==> config.mk <==
export PLATFORM = sky130hd
export DESIGN_NAME = bicwb_top
export DESIGN_NICKNAME = d
export VERILOG_FILES = /design/src/hw/bicwb_top.v /design/src/hw/bicwb_idle_decide.v
export VERILOG_INCLUDE_DIRS = /design/src /design/src/hw
export SDC_FILE = /design/constraint.sdc
export NUM_CORES = 1
export LEC_CHECK = 0
export BUFFER_PORTS_ARGS = -buffer_cell sky130_fd_sc_hd__buf_2
export CAP_MARGIN = 30
export CORE_MARGIN = 2
export CORE_UTILIZATION = 50
export DETAILED_ROUTE_END_ITERATION = 10
export GPL_TIMING_DRIVEN = 0
export PLACE_DENSITY = 0.82
export SLEW_MARGIN = 20
export SYNTH_ARGS = -nofsm -noshare
export SYNTH_HDL_FRONTEND = slang
export SYNTH_SLANG_ARGS = --single-unit
==> constraint.sdc <==
create_clock -name core_clk_in -period 3.5 [get_ports core_clk_in]
set_clock_uncertainty 0.15 [all_clocks]
set_input_delay 0.7 -clock core_clk_in [delete_from_list [all_inputs] [get_ports core_clk_in]]
set_output_delay 0.7 -clock core_clk_in [all_outputs]
set_load 0.02 [all_outputs]
==> src/hw/bicwb_map.vh <==
/*
 bicwb_map.vh: register offsets, field positions, reset values and
 state counts for the bus idle cycle and write buffer block.
 Assumes it is included by bare name, in one compilation unit or several.
*/
`ifndef BICWB_MAP_VH
`define BICWB_MAP_VH

// register byte offsets
`define BICWB_BUS_CONTROL_OFFS 4'h0
`define BICWB_STATUS_OFFS 4'h4

// bus control register fields
`define BICWB_IDLE_LEN_LO 0
`define BICWB_IDLE_LEN_HI 1
`define BICWB_IDLE_COND_LO 2
`define BICWB_IDLE_COND_HI 3
`define BICWB_WBUF_EN_BIT 4
`define BICWB_BUS_CONTROL_RST 5'h0C

// axi response codes
`define BICWB_RESP_OKAY 2'h0
`define BICWB_RESP_DECERR 2'h3

// external cycle length in states, without precharge
`define BICWB_EXT_STATES 3'h2

`endif

==> src/hw/bicwb_top.v <==
/*
 bicwb_top: idle state insertion between external bus cycles, idle pin
 states and the write data buffer, with an axi4-lite register slave.
 Assumes one clock, bus cycle requests held stable until taken, and
 external memory and i/o on the pins outside.
*/
// Local design decisions: the AXI4-Lite interface to the registers and the address map.
`timescale 1ns/1ps
`default_nettype none
`include "bicwb_map.vh"

module bicwb_top (
    input wire core_clk_in,
    input wire nrst_in,
    input wire [3:0] s_axi_awaddr_in,
    input wire s_axi_awvalid_in,
    output wire s_axi_awready_out,
    input wire [31:0] s_axi_wdata_in,
    input wire [3:0] s_axi_wstrb_in,
    input wire s_axi_wvalid_in,
    output wire s_axi_wready_out,
    output wire [1:0] s_axi_bresp_out,
    output wire s_axi_bvalid_out,
    input wire s_axi_bready_in,
    input wire [3:0] s_axi_araddr_in,
    input wire s_axi_arvalid_in,
    output wire s_axi_arready_out,
    output wire [31:0] s_axi_rdata_out,
    output wire [1:0] s_axi_rresp_out,
    output wire s_axi_rvalid_out,
    input wire s_axi_rready_in,
    input wire req_valid_in,
    output wire req_ready_out,
    input wire req_internal_in,
    input wire req_write_in,
    input wire [1:0] req_area_in,
    input wire req_dram_in,
    input wire req_full_dram_in,
    input wire req_ras_down_in,
    input wire req_dma_sa_in,
    input wire [1:0] req_dack_ch_in,
    input wire [1:0] req_byte_en_in,
    input wire [19:0] req_addr_in,
    input wire [15:0] req_wdata_in,
    output wire int_go_out,
    output wire ext_done_out,
    output wire [19:0] addr_out,
    output wire [15:0] data_out,
    output wire data_oe_out,
    output wire [3:0] area_select_n_out,
    output wire read_strobe_n_out,
    output wire upper_write_strobe_n_out,
    output wire lower_write_strobe_n_out,
    output wire address_strobe_n_out,
    output wire upper_column_strobe_n_out,
    output wire lower_column_strobe_n_out,
    output wire row_strobe_n_out,
    output wire dram_write_n_out,
    output wire [3:0] dma_transfer_ack_n_out
);
    localparam ST_WAIT = 2'h0;
    localparam ST_IDLE = 2'h1;
    localparam ST_EXT = 2'h2;

    reg [1:0] st_ff, nxt_st;
    reg [2:0] cnt_ff, nxt_cnt;
    reg [4:0] bus_control_ff;
    reg prev_valid_ff, prev_write_ff, prev_dma_ff;
    reg [1:0] prev_area_ff;
    reg cur_write_ff, cur_dram_ff, cur_full_ff, cur_ras_down_ff, cur_dma_ff;
    reg [1:0] cur_area_ff, cur_dack_ff, cur_be_ff;
    reg [19:0] cur_addr_ff;
    reg [15:0] cur_wdata_ff;
    reg aw_have_ff, w_have_ff, bvalid_ff, rvalid_ff;
    reg [3:0] awaddr_ff;
    reg [31:0] wdata_ff, rdata_ff;
    reg [3:0] wstrb_ff;
    reg [1:0] bresp_ff, rresp_ff;
    wire [2:0] idle_count;
    wire wbuf_en, take, ext_take, in_idle, in_ext, last_ext, buf_ok;
    wire [2:0] ext_len;

    // decode of 2-bit selector into an active-low one-hot strobe group
    function [3:0] onehot_n;
        input [1:0] sel;
        input on;
        begin
            onehot_n = 4'hF;
            if (on)
                onehot_n[sel] = 1'b0;
        end
    endfunction

    assign wbuf_en = bus_control_ff[`BICWB_WBUF_EN_BIT];
    assign in_idle = (st_ff == ST_IDLE);
    assign in_ext = (st_ff == ST_EXT);
    assign ext_len = `BICWB_EXT_STATES + {2'h0, cur_full_ff};
    assign last_ext = in_ext && (cnt_ff == ext_len - 3'h1);
    // internal access overlaps only a buffered write or dma transfer, from its second state
    assign buf_ok = wbuf_en && in_ext && (cur_write_ff || cur_dma_ff)
        && cnt_ff != 3'h0;
    assign req_ready_out = (st_ff == ST_WAIT) || (req_internal_in && buf_ok);
    assign take = req_valid_in && req_ready_out;
    assign ext_take = take && !req_internal_in;
    assign int_go_out = take && req_internal_in;
    assign ext_done_out = last_ext;

    bicwb_idle_decide u_decide (
        .cond_in(bus_control_ff[`BICWB_IDLE_COND_HI:`BICWB_IDLE_COND_LO]),
        .len_in(bus_control_ff[`BICWB_IDLE_LEN_HI:`BICWB_IDLE_LEN_LO]),
        .prev_valid_in(prev_valid_ff),
        .prev_write_in(prev_write_ff),
        .prev_dma_in(prev_dma_ff),
        .prev_area_in(prev_area_ff),
        .cur_write_in(req_write_in),
        .cur_area_in(req_area_in),
        .cur_full_dram_in(req_full_dram_in),
        .idle_count_out(idle_count)
    );

    // bus cycle sequencer
    always @* begin
        nxt_st = st_ff;
        nxt_cnt = cnt_ff;
        case (st_ff)
            ST_WAIT: begin
                if (ext_take) begin
                    nxt_cnt = (idle_count != 3'h0) ? idle_count : 3'h0;
                    nxt_st = (idle_count != 3'h0) ? ST_IDLE : ST_EXT;
                end
            end
            ST_IDLE: begin
                if (cnt_ff == 3'h1) begin
                    nxt_st = ST_EXT;
                    nxt_cnt = 3'h0;
                end else begin
                    nxt_cnt = cnt_ff - 3'h1;
                end
            end
            ST_EXT: begin
                if (last_ext) begin
                    nxt_st = ST_WAIT;
                    nxt_cnt = 3'h0;
                end else begin
                    nxt_cnt = cnt_ff + 3'h1;
                end
            end
            default: begin
                nxt_st = ST_WAIT;
                nxt_cnt = 3'h0;
            end
        endcase
    end

    always @(posedge core_clk_in or negedge nrst_in) begin
        if (!nrst_in) begin
            st_ff <= ST_WAIT;
            cnt_ff <= 3'h0;
            prev_valid_ff <= 1'b0;
            prev_write_ff <= 1'b0;
            prev_dma_ff <= 1'b0;
            prev_area_ff <= 2'h0;
            cur_write_ff <= 1'b0;
            cur_dram_ff <= 1'b0;
            cur_full_ff <= 1'b0;
            cur_ras_down_ff <= 1'b0;
            cur_dma_ff <= 1'b0;
            cur_area_ff <= 2'h0;
            cur_dack_ff <= 2'h0;
            cur_be_ff <= 2'h0;
            cur_addr_ff <= 20'h00000;
            cur_wdata_ff <= 16'h0000;
        end else begin
            st_ff <= nxt_st;
            cnt_ff <= nxt_cnt;
            if (ext_take) begin
                cur_write_ff <= req_write_in;
                cur_dram_ff <= req_dram_in;
                cur_full_ff <= req_full_dram_in && req_dram_in;
                cur_ras_down_ff <= req_ras_down_in && req_dram_in;
                cur_dma_ff <= req_dma_sa_in;
                cur_area_ff <= req_area_in;
                cur_dack_ff <= req_dack_ch_in;
                cur_be_ff <= req_byte_en_in;
                cur_addr_ff <= req_addr_in;
                cur_wdata_ff <= req_wdata_in;
            end
            // record of the last external cycle only
            if (last_ext) begin
                prev_valid_ff <= 1'b1;
                prev_write_ff <= cur_write_ff;
                prev_dma_ff <= cur_dma_ff;
                prev_area_ff <= cur_area_ff;
            end
        end
    end

    // pins decoded from registered state
    wire strobe_ok, pre_state, col_state;
    assign strobe_ok = in_ext;
    assign pre_state = in_ext && cur_full_ff && cnt_ff == 3'h0;
    assign col_state = in_ext && cur_dram_ff && !pre_state;
    assign addr_out = cur_addr_ff;
    assign data_out = cur_wdata_ff;
    assign data_oe_out = strobe_ok && cur_write_ff;
    assign area_select_n_out = onehot_n(cur_area_ff,
        (strobe_ok && !pre_state) || (in_idle && cur_ras_down_ff));
    assign row_strobe_n_out = !((col_state) || (in_idle && cur_ras_down_ff));
    assign read_strobe_n_out = !(strobe_ok && !cur_write_ff && !cur_dram_ff);
    assign upper_write_strobe_n_out = !(strobe_ok && cur_write_ff && !cur_dram_ff
        && cur_be_ff[1]);
    assign lower_write_strobe_n_out = !(strobe_ok && cur_write_ff && !cur_dram_ff
        && cur_be_ff[0]);
    assign address_strobe_n_out = !(strobe_ok && !cur_dram_ff);
    assign upper_column_strobe_n_out = !(col_state && cur_be_ff[1]);
    assign lower_column_strobe_n_out = !(col_state && cur_be_ff[0]);
    assign dram_write_n_out = !(col_state && cur_write_ff);
    assign dma_transfer_ack_n_out = onehot_n(cur_dack_ff, strobe_ok && cur_dma_ff);

    // axi4-lite slave
    wire wr_fire, rd_fire, wr_hit, rd_bc, rd_st;
    assign s_axi_awready_out = !aw_have_ff && !bvalid_ff;
    assign s_axi_wready_out = !w_have_ff && !bvalid_ff;
    assign s_axi_bvalid_out = bvalid_ff;
    assign s_axi_bresp_out = bresp_ff;
    assign s_axi_arready_out = !rvalid_ff;
    assign s_axi_rvalid_out = rvalid_ff;
    assign s_axi_rdata_out = rdata_ff;
    assign s_axi_rresp_out = rresp_ff;
    assign wr_fire = aw_have_ff && w_have_ff && !bvalid_ff;
    assign wr_hit = awaddr_ff == `BICWB_BUS_CONTROL_OFFS;
    assign rd_fire = s_axi_arvalid_in && !rvalid_ff;
    assign rd_bc = s_axi_araddr_in == `BICWB_BUS_CONTROL_OFFS;
    assign rd_st = s_axi_araddr_in == `BICWB_STATUS_OFFS;

    always @(posedge core_clk_in or negedge nrst_in) begin
        if (!nrst_in) begin
            aw_have_ff <= 1'b0;
            w_have_ff <= 1'b0;
            bvalid_ff <= 1'b0;
            rvalid_ff <= 1'b0;
            awaddr_ff <= 4'h0;
            wdata_ff <= 32'h00000000;
            wstrb_ff <= 4'h0;
            bresp_ff <= `BICWB_RESP_OKAY;
            rresp_ff <= `BICWB_RESP_OKAY;
            rdata_ff <= 32'h00000000;
            bus_control_ff <= `BICWB_BUS_CONTROL_RST;
        end else begin
            if (s_axi_awvalid_in && s_axi_awready_out) begin
                aw_have_ff <= 1'b1;
                awaddr_ff <= s_axi_awaddr_in;
            end
            if (s_axi_wvalid_in && s_axi_wready_out) begin
                w_have_ff <= 1'b1;
                wdata_ff <= s_axi_wdata_in;
                wstrb_ff <= s_axi_wstrb_in;
            end
            if (wr_fire) begin
                aw_have_ff <= 1'b0;
                w_have_ff <= 1'b0;
                bvalid_ff <= 1'b1;
                bresp_ff <= (wr_hit || awaddr_ff == `BICWB_STATUS_OFFS) ?
                    `BICWB_RESP_OKAY : `BICWB_RESP_DECERR;
                if (wr_hit && wstrb_ff[0])
                    bus_control_ff <= wdata_ff[4:0];
            end else if (bvalid_ff && s_axi_bready_in) begin
                bvalid_ff <= 1'b0;
            end
            if (rd_fire) begin
                rvalid_ff <= 1'b1;
                rresp_ff <= (rd_bc || rd_st) ? `BICWB_RESP_OKAY : `BICWB_RESP_DECERR;
                if (rd_bc)
                    rdata_ff <= {27'h0000000, bus_control_ff};
                else if (rd_st)
                    rdata_ff <= {22'h000000, prev_area_ff, prev_dma_ff, prev_write_ff,
                        prev_valid_ff, cnt_ff, st_ff};
                else
                    rdata_ff <= 32'h00000000;
            end else if (rvalid_ff && s_axi_rready_in) begin
                rvalid_ff <= 1'b0;
            end
        end
    end
endmodule // bicwb_top

`default_nettype wire

==> src/hw/bicwb_idle_decide.v <==
/*
 bicwb_idle_decide: works out how many idle states go in front of the
 next external cycle. Assumes the caller holds a record of the last
 external cycle and applies the result only to external cycles.
*/
`timescale 1ns/1ps
`default_nettype none

module bicwb_idle_decide (
    input wire [1:0] cond_in,
    input wire [1:0] len_in,
    input wire prev_valid_in,
    input wire prev_write_in,
    input wire prev_dma_in,
    input wire [1:0] prev_area_in,
    input wire cur_write_in,
    input wire [1:0] cur_area_in,
    input wire cur_full_dram_in,
    output reg [2:0] idle_count_out
);
    reg hit;
    reg [2:0] total;

    always @* begin
        hit = 1'b0;
        total = {1'b0, len_in} + 3'h1;
        if (prev_valid_in && cond_in != 2'h0) begin
            if (prev_dma_in)
                hit = 1'b1;
            else if (!prev_write_in && !cur_write_in && prev_area_in != cur_area_in)
                hit = 1'b1;
            else if (!prev_write_in && cur_write_in && cond_in[1])
                hit = 1'b1;
            else if (prev_write_in && !cur_write_in && cond_in == 2'h3)
                hit = 1'b1;
        end
        if (!hit)
            idle_count_out = 3'h0;
        else if (cur_full_dram_in)
            idle_count_out = total - 3'h1;
        else
            idle_count_out = total;
    end
endmodule // bicwb_idle_decide

`default_nettype wire

**Yosys cells after proc, flatten, opt, wreduce, memory -nomap -nowiden**

Cells that the tools add are included.

- Register bits after elaboration: 112
- Input bits: 100
- Output and inout port bits: 97

- Add/subtract/negate cells: 6
- Order comparisons: 4
- Equality and inequality tests: 11
- Multiplexer cells: 35
- Bitwise gates (word level): 2
- Reductions and logical operators: 83

Operator list:

| kind | count |
|---|---|
| logical AND 1 bit | 46 |
| two-way mux 10 bit | 2 |
| logical NOT 1 bit | 18 |
| two-way mux 3 bit | 6 |
| two-way mux 1 bit | 15 |
| two-way mux 2 bit | 6 |
| nonzero test 2 bit | 5 |
| case mux 3 bit (3 select lines) | 1 |
| subtractor 3 x 1 -> 3 bit, second input constant | 3 |
| equality test 4 x 3 -> 1 bit, second input constant | 2 |
| logical NOT 4 bit | 2 |
| two-way mux 4 bit | 2 |
| NOT 4 bit | 2 |
| logical OR 1 bit | 6 |
| < comparator 2 x 3 -> 1 bit, second input constant | 2 |
| case mux 2 bit (3 select lines) | 1 |
| nonzero test 3 bit | 2 |
| demux 1 bit (select 2 bit) | 2 |
| equality test 2 bit, second input constant | 2 |
| greater-or-equal comparator 2 x 1 -> 1 bit, second input constant | 2 |
| != test 2 bit, second input constant | 2 |
| adder 2 x 1 -> 3 bit, first input constant | 1 |
| adder 2 x 1 -> 3 bit, second input constant | 1 |
| adder 3 x 1 -> 3 bit, second input constant | 1 |
| 9 further kinds | 9 |

**Longest topological paths before layout**

Gate-level depths: netlist of run 1.

- Depth after elaboration: 13
- Mapped depth: 7

**Cells and area by module**

A second synthesis of run 1 with hierarchy kept.

- Cells, all modules: 437
- Area, all modules: 4,170.2 sq um

Modules (own cells, without submodules):

| module | instances | cells each | area an instance (sq um) |
|---|---|---|---|
| bicwb_top | 1 | 419 | 4,028.9 |
| bicwb_idle_decide | 1 | 18 | 141.4 |

**Least setup slack after synthesis of run 1**

Ideal clock, no wire load.

- Kind: register to output
- Start: reg cnt_ff[0]
- End: out int_go_out
- Arrival: 1.592 ns
- Slack: 1.058 ns
- Stages on the path, launching flop included: 7
- Path buffers: 0
- Path through: dfrtp_1 inv_1 ha_1 nand2b_1 o2111ai_1 a21oi_1 and3_1

- Cells in the longest elaborated chain, start to end: 6

RTL lines:

| item | line | source |
|---|---|---|
| start: declaration | bicwb_top.v:66 | `reg [2:0] cnt_ff, nxt_cnt;` |
| start signal: assignment | bicwb_top.v:175 | `cnt_ff <= nxt_cnt;` |
| nonzero test 3 bit | bicwb_top.v:101 | `&& cnt_ff != 3'h0;` |
| logical AND 1 bit | bicwb_top.v:101 |  |
| logical AND 1 bit | bicwb_top.v:102 | `assign req_ready_out = (st_ff == ST_WAIT) \|\| (req_internal_in && buf_ok);` |
| logical OR 1 bit | bicwb_top.v:102 |  |
| named net req_ready_out | bicwb_top.v:33 | `output wire req_ready_out,` |
| logical AND 1 bit | bicwb_top.v:103 | `assign take = req_valid_in && req_ready_out;` |
| logical AND 1 bit | bicwb_top.v:105 | `assign int_go_out = take && req_internal_in;` |
| end: declaration | bicwb_top.v:45 | `output wire int_go_out,` |

The timed path passes the listed nets, and every way through them passes these cells.

**Worst setup path in the final report of run 1**

- Start: reg st_ff[0]
- End: out dma_transfer_ack_n_out[0]

- Cells in the longest elaborated chain, start to end: 3

RTL lines:

| item | line | source |
|---|---|---|
| start: declaration | bicwb_top.v:65 | `reg [1:0] st_ff, nxt_st;` |
| start signal: assignment | bicwb_top.v:174 | `st_ff <= nxt_st;` |
| equality test 2 bit | bicwb_top.v:96 | `assign in_ext = (st_ff == ST_EXT);` |
| logical AND 1 bit | bicwb_top.v:218 | `assign dma_transfer_ack_n_out = onehot_n(cur_dack_ff, strobe_ok && cur_dma_ff);` |
| two-way mux 4 bit | bicwb_top.v:89 | `if (on)` |
| end: declaration | bicwb_top.v:59 | `output wire [3:0] dma_transfer_ack_n_out` |

No other way between the ends.

==> impl_metrics.env, run 1 <==
export IMPL_routabilityCongestion=0.8251
export IMPL_fin_setup_tns_ps=0
export IMPL_p_seq_share_pct=41.1
export IMPL_grtUsageMet3_pct=5.136
export IMPL_dp_cells=601
export IMPL_synth_main_ff_cell="dfrtp_1"
export IMPL_cts_repair_resized=0
export IMPL_cp_max_fo=10
export IMPL_port_buffers=143
export IMPL_synth_area_mm2=0.004064
export IMPL_status="complete, no violations"
export IMPL_path_cells="clkbuf_1 -> nand2b_1 -> or4b_2 -> buf_2"
export IMPL_cts_buffers=9
export IMPL_crit_slowest_cell="or4b_2"
export IMPL_rows=32
export IMPL_critPathMaxStageDelay_ps=640
export IMPL_fin_cells=617
export IMPL_die_width_um=94.16
export IMPL_postCtsSetupRepairBufs=0
export IMPL_grt_pass1_wl_um=13700
export IMPL_crit_buf_inv=2
export IMPL_cts_root_buf="clkbuf_8"
export IMPL_place_hpwl_um=6685
export IMPL_drt_first_iter_violations=75
export IMPL_clk_pin_slew_ps=80
export IMPL_syn_inst=334
export IMPL_crit_type="reg2out"
export IMPL_cts_buffer_depth=2
export IMPL_total_power_mw=4.372
export IMPL_coreArea_mm2=0.007807
export IMPL_required_ps=2650
export IMPL_fin_nets=616
export IMPL_worstPathArrival_ps=2110
export IMPL_diodes=0
export IMPL_overflow=0
export IMPL_max_cap_violations=0
export IMPL_vias_per_cell=4.990
export IMPL_clk_latency_ps=350
export IMPL_yosysSeqAreaShare_pct=54.25
export IMPL_swShare_pct=39.13
export IMPL_drv_slew=0
export IMPL_dr_pass1_iters=5
export IMPL_cts_max_level=3
export IMPL_fmax_mhz=337.7
export IMPL_syn_avg_cell_area_um2=12.17
export IMPL_setup_ws_ps=538.8
export IMPL_ys_ff_latch=88
export IMPL_use_met1_pct=24.27
export IMPL_io_pins=197
export IMPL_p_per_area_mw_per_mm2=838.4
export IMPL_power_switching_mw=1.711
export IMPL_pwr_share_comb_pct=43.0
export IMPL_synth_cell_type_count=46
export IMPL_crit_family="simple AND/OR/NAND/NOR gates"
export IMPL_die_y_um=94.16
export IMPL_grt_pass1_vias=3023
export IMPL_ir_drop_uv=586.8
export IMPL_rsz0062_at_grt="false"
export IMPL_async_flop_share_pct=100.0
export IMPL_routedWlPerCell_um=13.90
export IMPL_drive_above_1_share_pct=51.65
export IMPL_drc=0
export IMPL_pre_cts_ws_ps=876.2
export IMPL_wirelength_um=8578
export IMPL_start_util_pct=52.05
export IMPL_vias=3079
export IMPL_grt_use_met2_pct=33.81
export IMPL_start_kind="flop"
export IMPL_hold_viol=0
export IMPL_antenna_found_initial=1
export IMPL_syn_to_final_growth_pct=28.33
export IMPL_power_frac_clock_pct=15.9
export IMPL_grt_max_degree=50
export IMPL_intPower_mw=2.662
export IMPL_relSlewSlack_pct=65.14
export IMPL_synth_edf_count=0
export IMPL_design_die_area_mm2=0.008865
export IMPL_hp_class="in2async"
export IMPL_p_leak_nw=2.560
export IMPL_critPathCaptureType="output pin"
export IMPL_yosysWarnings=0
export IMPL_layout_min_cycle_time_ps=2961
export IMPL_n_fill_cell=616
export IMPL_clock_sinks=88
export IMPL_finalCritPeriodShare_pct=84.61
export IMPL_grt_use_total_pct=19.73
export IMPL_max_slew_worst_pin_slew_ps=522.9
export IMPL_setup_viol=0
export IMPL_cts_tree="built"
export IMPL_cts_hold_buf=0
export IMPL_ant_nets=0
export IMPL_gr_max_usage_layer="met2"
[area by class of cell]
type / count / area, µm² / area share, %
flip-flops and latches: 88 / 2205 / 42.27
inverters: 9 / 33.78 / 0.6478
well taps: 102 / 127.6 / 2.447
multi-input cells: 221 / 1663 / 31.89
plain buffers: 37 / 241.5 / 4.631
repair buffers: 144 / 745.7 / 14.30
clock buffers: 12 / 145.1 / 2.783
clock inverters: 4 / 53.80 / 1.032
[state kept, by name, summed over array words and instances, names as in the netlist, 3 cells and up]
name,cells
data_out,16
awaddr_ff,4
s_axi_rdata_out,10
addr_out,20
bus_control_ff,5
wdata_ff,5
cnt_ff,3
[worst paths after layout]
path	startpoint	to	slack, ps	cells past startpoint
min	nrst_in	s_axi_bvalid_out	170	1
min reg2reg	s_axi_rdata_out[3]	s_axi_rdata_out[3]	330	2
min in group core_clk_in	s_axi_rdata_out[3]	s_axi_rdata_out[3]	330	2
max reg2reg	st_ff[1]	data_out[8]	1330	5
max in group asynchronous	nrst_in	bus_control_ff[2]	2370	2
max	st_ff[0]	dma_transfer_ack_n_out[0]	540	4
[placed cells by master (no fill, tap or decap), types with 6 or more instances in the layout]
master    synthesis  routed
buf_2             4     146
dfrtp_1          86      86
mux2_2           64      64
nand2_1          27      27
buf_4            26      27
conb_1            1      22
nor2_1           13      13
o21ai_0          13      13
clkbuf_8          0      10
inv_1             9       9
clkbuf_1          7       9
ha_1              6       6
[cell usage after synthesis, types with 4 or more instances]
| master | instances | share of area, % |
|---|---|---|
| ha_1 | 6 | 1.8 |
| o21ai_0 | 13 | 1.6 |
| inv_1 | 9 | 0.83 |
| clkbuf_1 | 7 | 0.65 |
| a21oi_1 | 5 | 0.62 |
| mux2_2 | 64 | 18 |
| and2_1 | 4 | 0.62 |
| nand3_1 | 5 | 0.62 |
| nor2_1 | 13 | 1.2 |
| nand3b_1 | 5 | 0.92 |
| nand2_1 | 27 | 2.5 |
| o31ai_1 | 5 | 0.92 |
| dfrtp_1 | 86 | 53 |
| buf_2 | 4 | 0.49 |
| buf_4 | 26 | 4.8 |
| mux2i_1 | 5 | 1.2 |
[power by group through the flow]
| stage | Sequential, mW | Clock [mW] | Combinational, mW |
|---|---|---|---|
| 6_report | 1.80 | 0.697 | 1.88 |
| 3_5_place_dp | 1.81 | 0 | 1.89 |
| 4_1_cts | 1.80 | 0.712 | 1.90 |
| 3_3_place_gp | 1.78 | 0 | 1.84 |
| 2_1_floorplan | 2.03 | 0 | 1.04 |
| 5_1_grt | 1.87 | 0.755 | 2.04 |
[cells by family after synthesis]
group | Yosys count | share of synthesized area, %
flops | 88 | 54.25
simple gates | 84 | 11.33
mux | 69 | 18.97
buf+inv | 46 | 6.774
compound gates | 35 | 5.665
fa+ha+maj | 6 | 1.847
xor+xnor | 5 | 1.078
other cells | 1 | 0.09228
[through the flow]
stage	cell area [µm²]	hold slack [ps]	util [%]
6_report	5215	168.3	66.79
5_1_grt	5215	196.7	66.79
4_1_cts	5215	178.4	66.79
3_5_place_dp	5016	312.8	64.25
3_3_place_gp	4986	307.6	63.86
2_1_floorplan	4143	254.4	-
[layer usage]
metal  up-vias  part of all wire, %
li1       1466                    -
met1      1477                   42
met2       123                   49
met3        11                  7.8
met4         2                  1.2
met5         -                 0.15
Power figures use the tool's default switching activity.
==> run 2: changes to the inputs <==
--- a/config.mk
+++ b/config.mk
@@ -6,13 +6,14 @@
 export SDC_FILE = /design/constraint.sdc
 export NUM_CORES = 1
 export LEC_CHECK = 0
+export ABC_AREA = 1
 export BUFFER_PORTS_ARGS = -buffer_cell sky130_fd_sc_hd__buf_2
 export CAP_MARGIN = 30
 export CORE_MARGIN = 2
-export CORE_UTILIZATION = 50
+export CORE_UTILIZATION = 42
 export DETAILED_ROUTE_END_ITERATION = 10
 export GPL_TIMING_DRIVEN = 0
-export PLACE_DENSITY = 0.82
+export PLACE_DENSITY = 0.73
 export SLEW_MARGIN = 20
 export SYNTH_ARGS = -nofsm -noshare
 export SYNTH_HDL_FRONTEND = slang
==> constraint.sdc (replaced) <==
create_clock -name core_clk_in -period 2.37 [get_ports core_clk_in]
set_clock_uncertainty 0.15 [all_clocks]
set_input_delay 0.474 -clock core_clk_in [delete_from_list [all_inputs] [get_ports core_clk_in]]
set_output_delay 0.474 -clock core_clk_in [all_outputs]
set_load 0.02 [all_outputs]
==> impl_metrics.env, run 2 <==
export IMPL_yosysWarnings=0
export IMPL_die_y_um=102.4
export IMPL_violations="hold timing"
export IMPL_drive_above_1_share_pct=35.57
export IMPL_syn_to_final_growth_pct=33.63
export IMPL_die_width_um=102.4
export IMPL_critPathCaptureType="output pin"
export IMPL_drt_first_iter_violations=87
export IMPL_ir_drop_uv=575.9
export IMPL_overflow=0
export IMPL_fmax_mhz=430.2
export IMPL_r2r_start="cnt_ff[0]"
export IMPL_synth_main_ff_cell="dfrtp_1"
export IMPL_dr_pass1_iters=4
export IMPL_p_seq_share_pct=37.3
export IMPL_yosysSeqAreaShare_pct=54.27
export IMPL_rsz0062_at_grt="true"
export IMPL_drc=0
export IMPL_max_cap_violations=0
export IMPL_synth_compound_area_share_pct=6.221
export IMPL_place_hpwl_um=7331
export IMPL_grt_use_total_pct=19.85
export IMPL_hp_class="in2async"
export IMPL_setup_ws_ps=45.35
export IMPL_worstPathArrival_ps=1700
export IMPL_synth_cell_type_count=32
export IMPL_crit_cells=10
export IMPL_regToRegEndpoint="cnt_ff[2]"
export IMPL_synthAdderAreaFrac_pct=1.848
export IMPL_crit_buf_inv=3
export IMPL_power_frac_clock_pct=17.3
export IMPL_vias=3669
export IMPL_io_pins=197
export IMPL_synth_top_cell_area_share_pct=52.97
export IMPL_start_util_pct=43.55
export IMPL_status="finished with violations"
export IMPL_p_leak_nw=3.016
export IMPL_crit_slowest_cell="dfrtp_1"
export IMPL_synth_area_mm2=0.004063
export IMPL_start_kind="flop"
export IMPL_grt_pass1_wl_um=16010
export IMPL_p_per_area_mw_per_mm2=1264
export IMPL_cts_buffer_depth=2
export IMPL_layout_min_cycle_time_ps=2325
export IMPL_setup_viol=0
export IMPL_critPathMaxStageDelay_ps=390
export IMPL_drv_slew=0
export IMPL_finalCritPeriodShare_pct=98.09
export IMPL_synth_common_cells="nand2_1 (188), dfrtp_1 (86), inv_1 (39)"
export IMPL_reg2reg_depth=11
export IMPL_intPower_mw=3.914
export IMPL_synth_area_leaders="dfrtp_1 (53%), nand2_1 (17%), buf_4 (4.4%), inv_1 (3.6%), o21ai_0 (3.2%)"
export IMPL_cts_buffers=9
export IMPL_diodes=0
export IMPL_r2r_slack_ps=600
export IMPL_finalHoldWorstSlack_ps=-6.222
export IMPL_async_flop_share_pct=100.0
export IMPL_crit_family="simple AND/OR/NAND/NOR gates"
export IMPL_grt_pass1_vias=3386
export IMPL_vias_per_cell=4.581
export IMPL_critPathLaunch="cnt_ff[0]"
export IMPL_n_fill_cell=824
export IMPL_synth_edf_count=0
export IMPL_ant_nets=0
export IMPL_max_slew_worst_pin_slew_ps=651.1
export IMPL_power_switching_mw=2.946
export IMPL_final_common_cell="nand2_1"
export IMPL_pwr_share_comb_pct=45.4
export IMPL_ys_ff_latch=88
export IMPL_grt_max_degree=52
export IMPL_required_ps=1750
export IMPL_antenna_found_initial=0
export IMPL_routabilityCongestion=0.8826
export IMPL_layout_common_cells="nand2_1 (187), buf_2 (143), dfrtp_1 (85)"
export IMPL_cts_max_level=3
export IMPL_port_buffers=144
export IMPL_yosysTopAreaCell="dfrtp_1"
export IMPL_critPathCapture="int_go_out"
export IMPL_muxShareOfSynthArea_pct=2.495
export IMPL_clock_sinks=88
export IMPL_fin_nets=773
export IMPL_swShare_pct=42.94
export IMPL_path_cells="inv_2 -> ha_4 -> inv_2 -> nor2_2 -> nor4_2 -> nand2_1 -> o21ai_2 -> nand2_1 -> nor2_1 -> buf_4"
export IMPL_syn_inst=478
export IMPL_routedWlPerCell_um=12.48
export IMPL_synth_xor_area_share_pct=0.8623
export IMPL_design_die_area_mm2=0.01048
export IMPL_relSlewSlack_pct=56.60
export IMPL_fin_setup_tns_ps=0
export IMPL_clk_pin_slew_ps=90
export IMPL_pre_cts_ws_ps=163.3
export IMPL_cts_tree="built"
export IMPL_coreArea_mm2=0.009328
export IMPL_hold_viol=13
export IMPL_crit_type="reg2out"
export IMPL_cp_max_fo=2
export IMPL_synth_top_family_by_area="simple AND/OR/NAND/NOR gates"
export IMPL_syn_avg_cell_area_um2=8.499
export IMPL_rows=35
export IMPL_largest_reg_flops=20
export IMPL_clk_latency_ps=360
export IMPL_post_synth_top_count_cell="nand2_1"
export IMPL_wirelength_um=9996
export IMPL_cts_root_buf="clkbuf_8"
export IMPL_synth_simple_gate_area_share_pct=24.73
-- run 2: cell count changes after synthesis, moves of 10 or more --
cell,delta
nor2_1,+10
o21ai_0,+13
nand2_1,+161
inv_1,+30
mux2_2,-55
nand3_1,+15
-- run 2: worst reg2reg max path, delay by kind of cell, from the launching register on --
family,cells,cell delay (ps)
xor+xnor,1,160
flops,1,390
compound gates,1,100
buf+inv,5,530
fa+ha+maj,1,200
simple gates,3,140
-- run 2: how the worst min path moves through the flow --
stage	from	end	slack, ps
final	nrst_in	wdata_ff[3]	-6
after floorplan	nrst_in	addr_out[0]	30
after global routing	nrst_in	wdata_ff[3]	30
after CTS	nrst_in	wdata_ff[3]	4
after global placement	addr_out[7]	addr_out[7]	310
after detailed placement	addr_out[14]	addr_out[14]	310
-- run 2: final cells by class --
cell class,instances,area [µm²],area share (%)
flip-flops and latches,88,2206,40.63
multi-input cells,334,1600,29.48
repair buffers,157,845.8,15.58
plain buffers,34,224.0,4.125
inverters,43,161.4,2.973
well taps,129,161.4,2.973
clock buffers,10,137.6,2.535
clock inverters,6,92.59,1.705
-- run 2: what timing repair did --
item	in CTS	in global routing
endpoints found under the hold margin	0	0
endpoints found under the setup margin	11	11
hold buffers	0	0
pin swaps	6	1
buffers inserted	10	2
resized for setup	14	11
-- run 2: routing by layer --
metal	GRT usage [%]	up-vias	wire length (µm)
met5	0	-	0
met4	7.487	0	190
met3	5.609	20	635
met2	31.98	133	4910
met1	25.58	1691	4259
li1	-	1825	-
-- run 2: cell families after synthesis --
kind of cell / Yosys count
AND/OR/NAND/NOR: 245
adder cells (fa/ha/maj): 6
AO/OA/AOI/OAI: 48
multiplexers: 9
other: 1
flip-flops: 88
XOR/XNOR: 4
buffers and inverters: 77
-- run 2: power by group through the flow --
stage               logic [mW]  registers [mW]  clock network [mW]
finish                    3.11            2.56                1.19
detailed placement        2.89            2.58                   0
global placement          2.81            2.55                   0
floorplan                 1.57            2.93                   0
CTS                       3.05            2.55                1.21
global route              3.47            2.65                1.28
-- run 2: per-stage QoR --
step           cells  cell area, µm²  total power [mW]  util, %
3_5_place_dp     773            5046             5.465    54.10
3_3_place_gp     772            5024             5.364    53.86
5_1_grt          801            5429             7.400    58.20
4_1_cts          799            5385             6.809    57.73
2_1_floorplan    499            4141             4.498        -
6_report         801            5429             6.860    58.20
==> run 3: changes to the inputs <==
--- a/config.mk
+++ b/config.mk
@@ -10,10 +10,10 @@
 export BUFFER_PORTS_ARGS = -buffer_cell sky130_fd_sc_hd__buf_2
 export CAP_MARGIN = 30
 export CORE_MARGIN = 2
-export CORE_UTILIZATION = 42
+export CORE_UTILIZATION = 50
 export DETAILED_ROUTE_END_ITERATION = 10
 export GPL_TIMING_DRIVEN = 0
-export PLACE_DENSITY = 0.73
+export PLACE_DENSITY = 0.82
 export SLEW_MARGIN = 20
 export SYNTH_ARGS = -nofsm -noshare
 export SYNTH_HDL_FRONTEND = slang
==> constraint.sdc (replaced) <==
create_clock -name core_clk_in -period 2.71 [get_ports core_clk_in]
set_clock_uncertainty 0.15 [all_clocks]
set_input_delay 0.542 -clock core_clk_in [delete_from_list [all_inputs] [get_ports core_clk_in]]
set_output_delay 0.542 -clock core_clk_in [all_outputs]
set_load 0.02 [all_outputs]
==> impl_metrics.env, run 3 (synthesis gave the netlist of run 2 again) <==
export IMPL_status="complete, no violations"
export IMPL_drv_slew=0
export IMPL_p_leak_nw=2.959
export IMPL_max_cap_violations=0
export IMPL_largest_reg_flops=20
export IMPL_overflow=0
export IMPL_port_buffers=144
export IMPL_rsz0062_at_grt="false"
export IMPL_dr_pass1_iters=5
export IMPL_fmax_mhz=392.1
export IMPL_ir_drop_uv=501.9
export IMPL_cts_buffers=9
export IMPL_n_fill_cell=660
export IMPL_drc=0
export IMPL_setup_viol=0
export IMPL_die_width_um=94.14
export IMPL_layout_common_cells="nand2_1 (188), buf_2 (147), dfrtp_1 (86)"
export IMPL_routabilityCongestion=0.8759
export IMPL_p_per_area_mw_per_mm2=1098
export IMPL_diodes=0
export IMPL_design_die_area_mm2=0.008862
export IMPL_grt_pass1_wl_um=15240
export IMPL_rows=32
export IMPL_place_hpwl_um=7248
export IMPL_antenna_found_initial=0
export IMPL_wirelength_um=9369
export IMPL_start_util_pct=52.04
export IMPL_grt_use_total_pct=21.82
export IMPL_fin_setup_tns_ps=0
export IMPL_layout_min_cycle_time_ps=2551
export IMPL_cp_max_fo=5
export IMPL_clk_latency_ps=350
export IMPL_vias_per_cell=4.730
export IMPL_coreArea_mm2=0.007807
export IMPL_grt_max_degree=60
export IMPL_cts_tree="built"
export IMPL_routedWlPerCell_um=12.26
export IMPL_start_kind="flop"
export IMPL_cts_root_buf="clkbuf_8"
export IMPL_finalCritPeriodShare_pct=94.12
export IMPL_grt_pass1_vias=3438
export IMPL_fin_nets=763
export IMPL_ant_nets=0
export IMPL_final_common_cell="nand2_1"
export IMPL_io_pins=197
export IMPL_clock_sinks=88
export IMPL_hp_class="in2reg"
export IMPL_hold_viol=0
export IMPL_drive_above_1_share_pct=32.63
export IMPL_syn_to_final_growth_pct=29.66
export IMPL_clk_pin_slew_ps=90
export IMPL_required_ps=2020
export IMPL_utilization_pct=67.47
export IMPL_cts_max_level=3
export IMPL_cts_buffer_depth=2
export IMPL_crit_type="reg2out"
export IMPL_die_y_um=94.14
export IMPL_drt_first_iter_violations=229
export IMPL_critPathCaptureType="output pin"
export IMPL_vias=3614
export IMPL_worstPathArrival_ps=1860
==> run 3: critical path, cell delays in order, from the launching register on <==
cell and delay [ps]:
dfrtp_1 410, inv_2 90, ha_1 180, inv_1 50, nor2_1 50, nor4_2 140, nand2_1 70, o21ai_1 140
nand2_1 90, nor2_1 140, buf_4 160
==> run 3: layout make-up <==
class                      instances  area, µm²  area share (%)
multi-input combinational        334       1558           29.57
timing repair buffer             147      770.7           14.63
inverter                          43      161.4           3.064
sequential                        88       2205           41.85
buffer                            34      224.0           4.252
clock inverter                     5      80.08           1.520
tap                              102      127.6           2.423
clock buffer                      11      141.4           2.684
==> run 3: timing repair <==
item	CTS	global route
pin swaps	0	0
setup buffers	1	0
setup endpoints to repair	1	5
resized for setup	0	5
hold buffers	1	0
endpoints found under the hold margin	29	0
==> run 3: path summary, 6_finish.rpt <==
path	endpoint	start	cells after the start	slack [ps]
setup / recovery	int_go_out	cnt_ff[1]	10	160
hold / removal	s_axi_rvalid_out	s_axi_rready_in	2	210
setup reg to reg	cnt_ff[1]	bus_control_ff[3]	7	960
hold reg to reg	addr_out[1]	addr_out[1]	2	330
max in group asynchronous	bus_control_ff[2]	nrst_in	3	1240
min in group asynchronous	awaddr_ff[3]	nrst_in	2	510
==> run 3: through the flow <==
step                hold slack, ps  total power, mW  instances  instance area, µm²  setup slack, ps
global route                 205.3            6.217        764                5268           0.1048
finish                       214.0            5.786        764                5268            159.3
floorplan                    96.41            3.934        499                4141            423.9
detailed placement           312.5            4.797        746                5020            382.8
CTS                          206.0            5.807        764                5259            42.74
global placement             307.7            4.677        745                4990            231.9
==> run 3: routing by layer <==
| layer | routed length (µm) | up-vias | global-route usage (%) |
|---|---|---|---|
| met1 | 3889 | 1647 | 27.76 |
| met5 | 0 | - | 0 |
| li1 | - | 1807 | - |
| met3 | 577 | 22 | 4.815 |
| met2 | 4646 | 138 | 36.13 |
| met4 | 255 | 0 | 8.937 |
==> run 3: power by group <==
part	internal, mW	total [mW]	switching, mW
sequential	1.88	2.25	0.370
clock	0.544	1.00	0.456
combinational	0.889	2.54	1.65
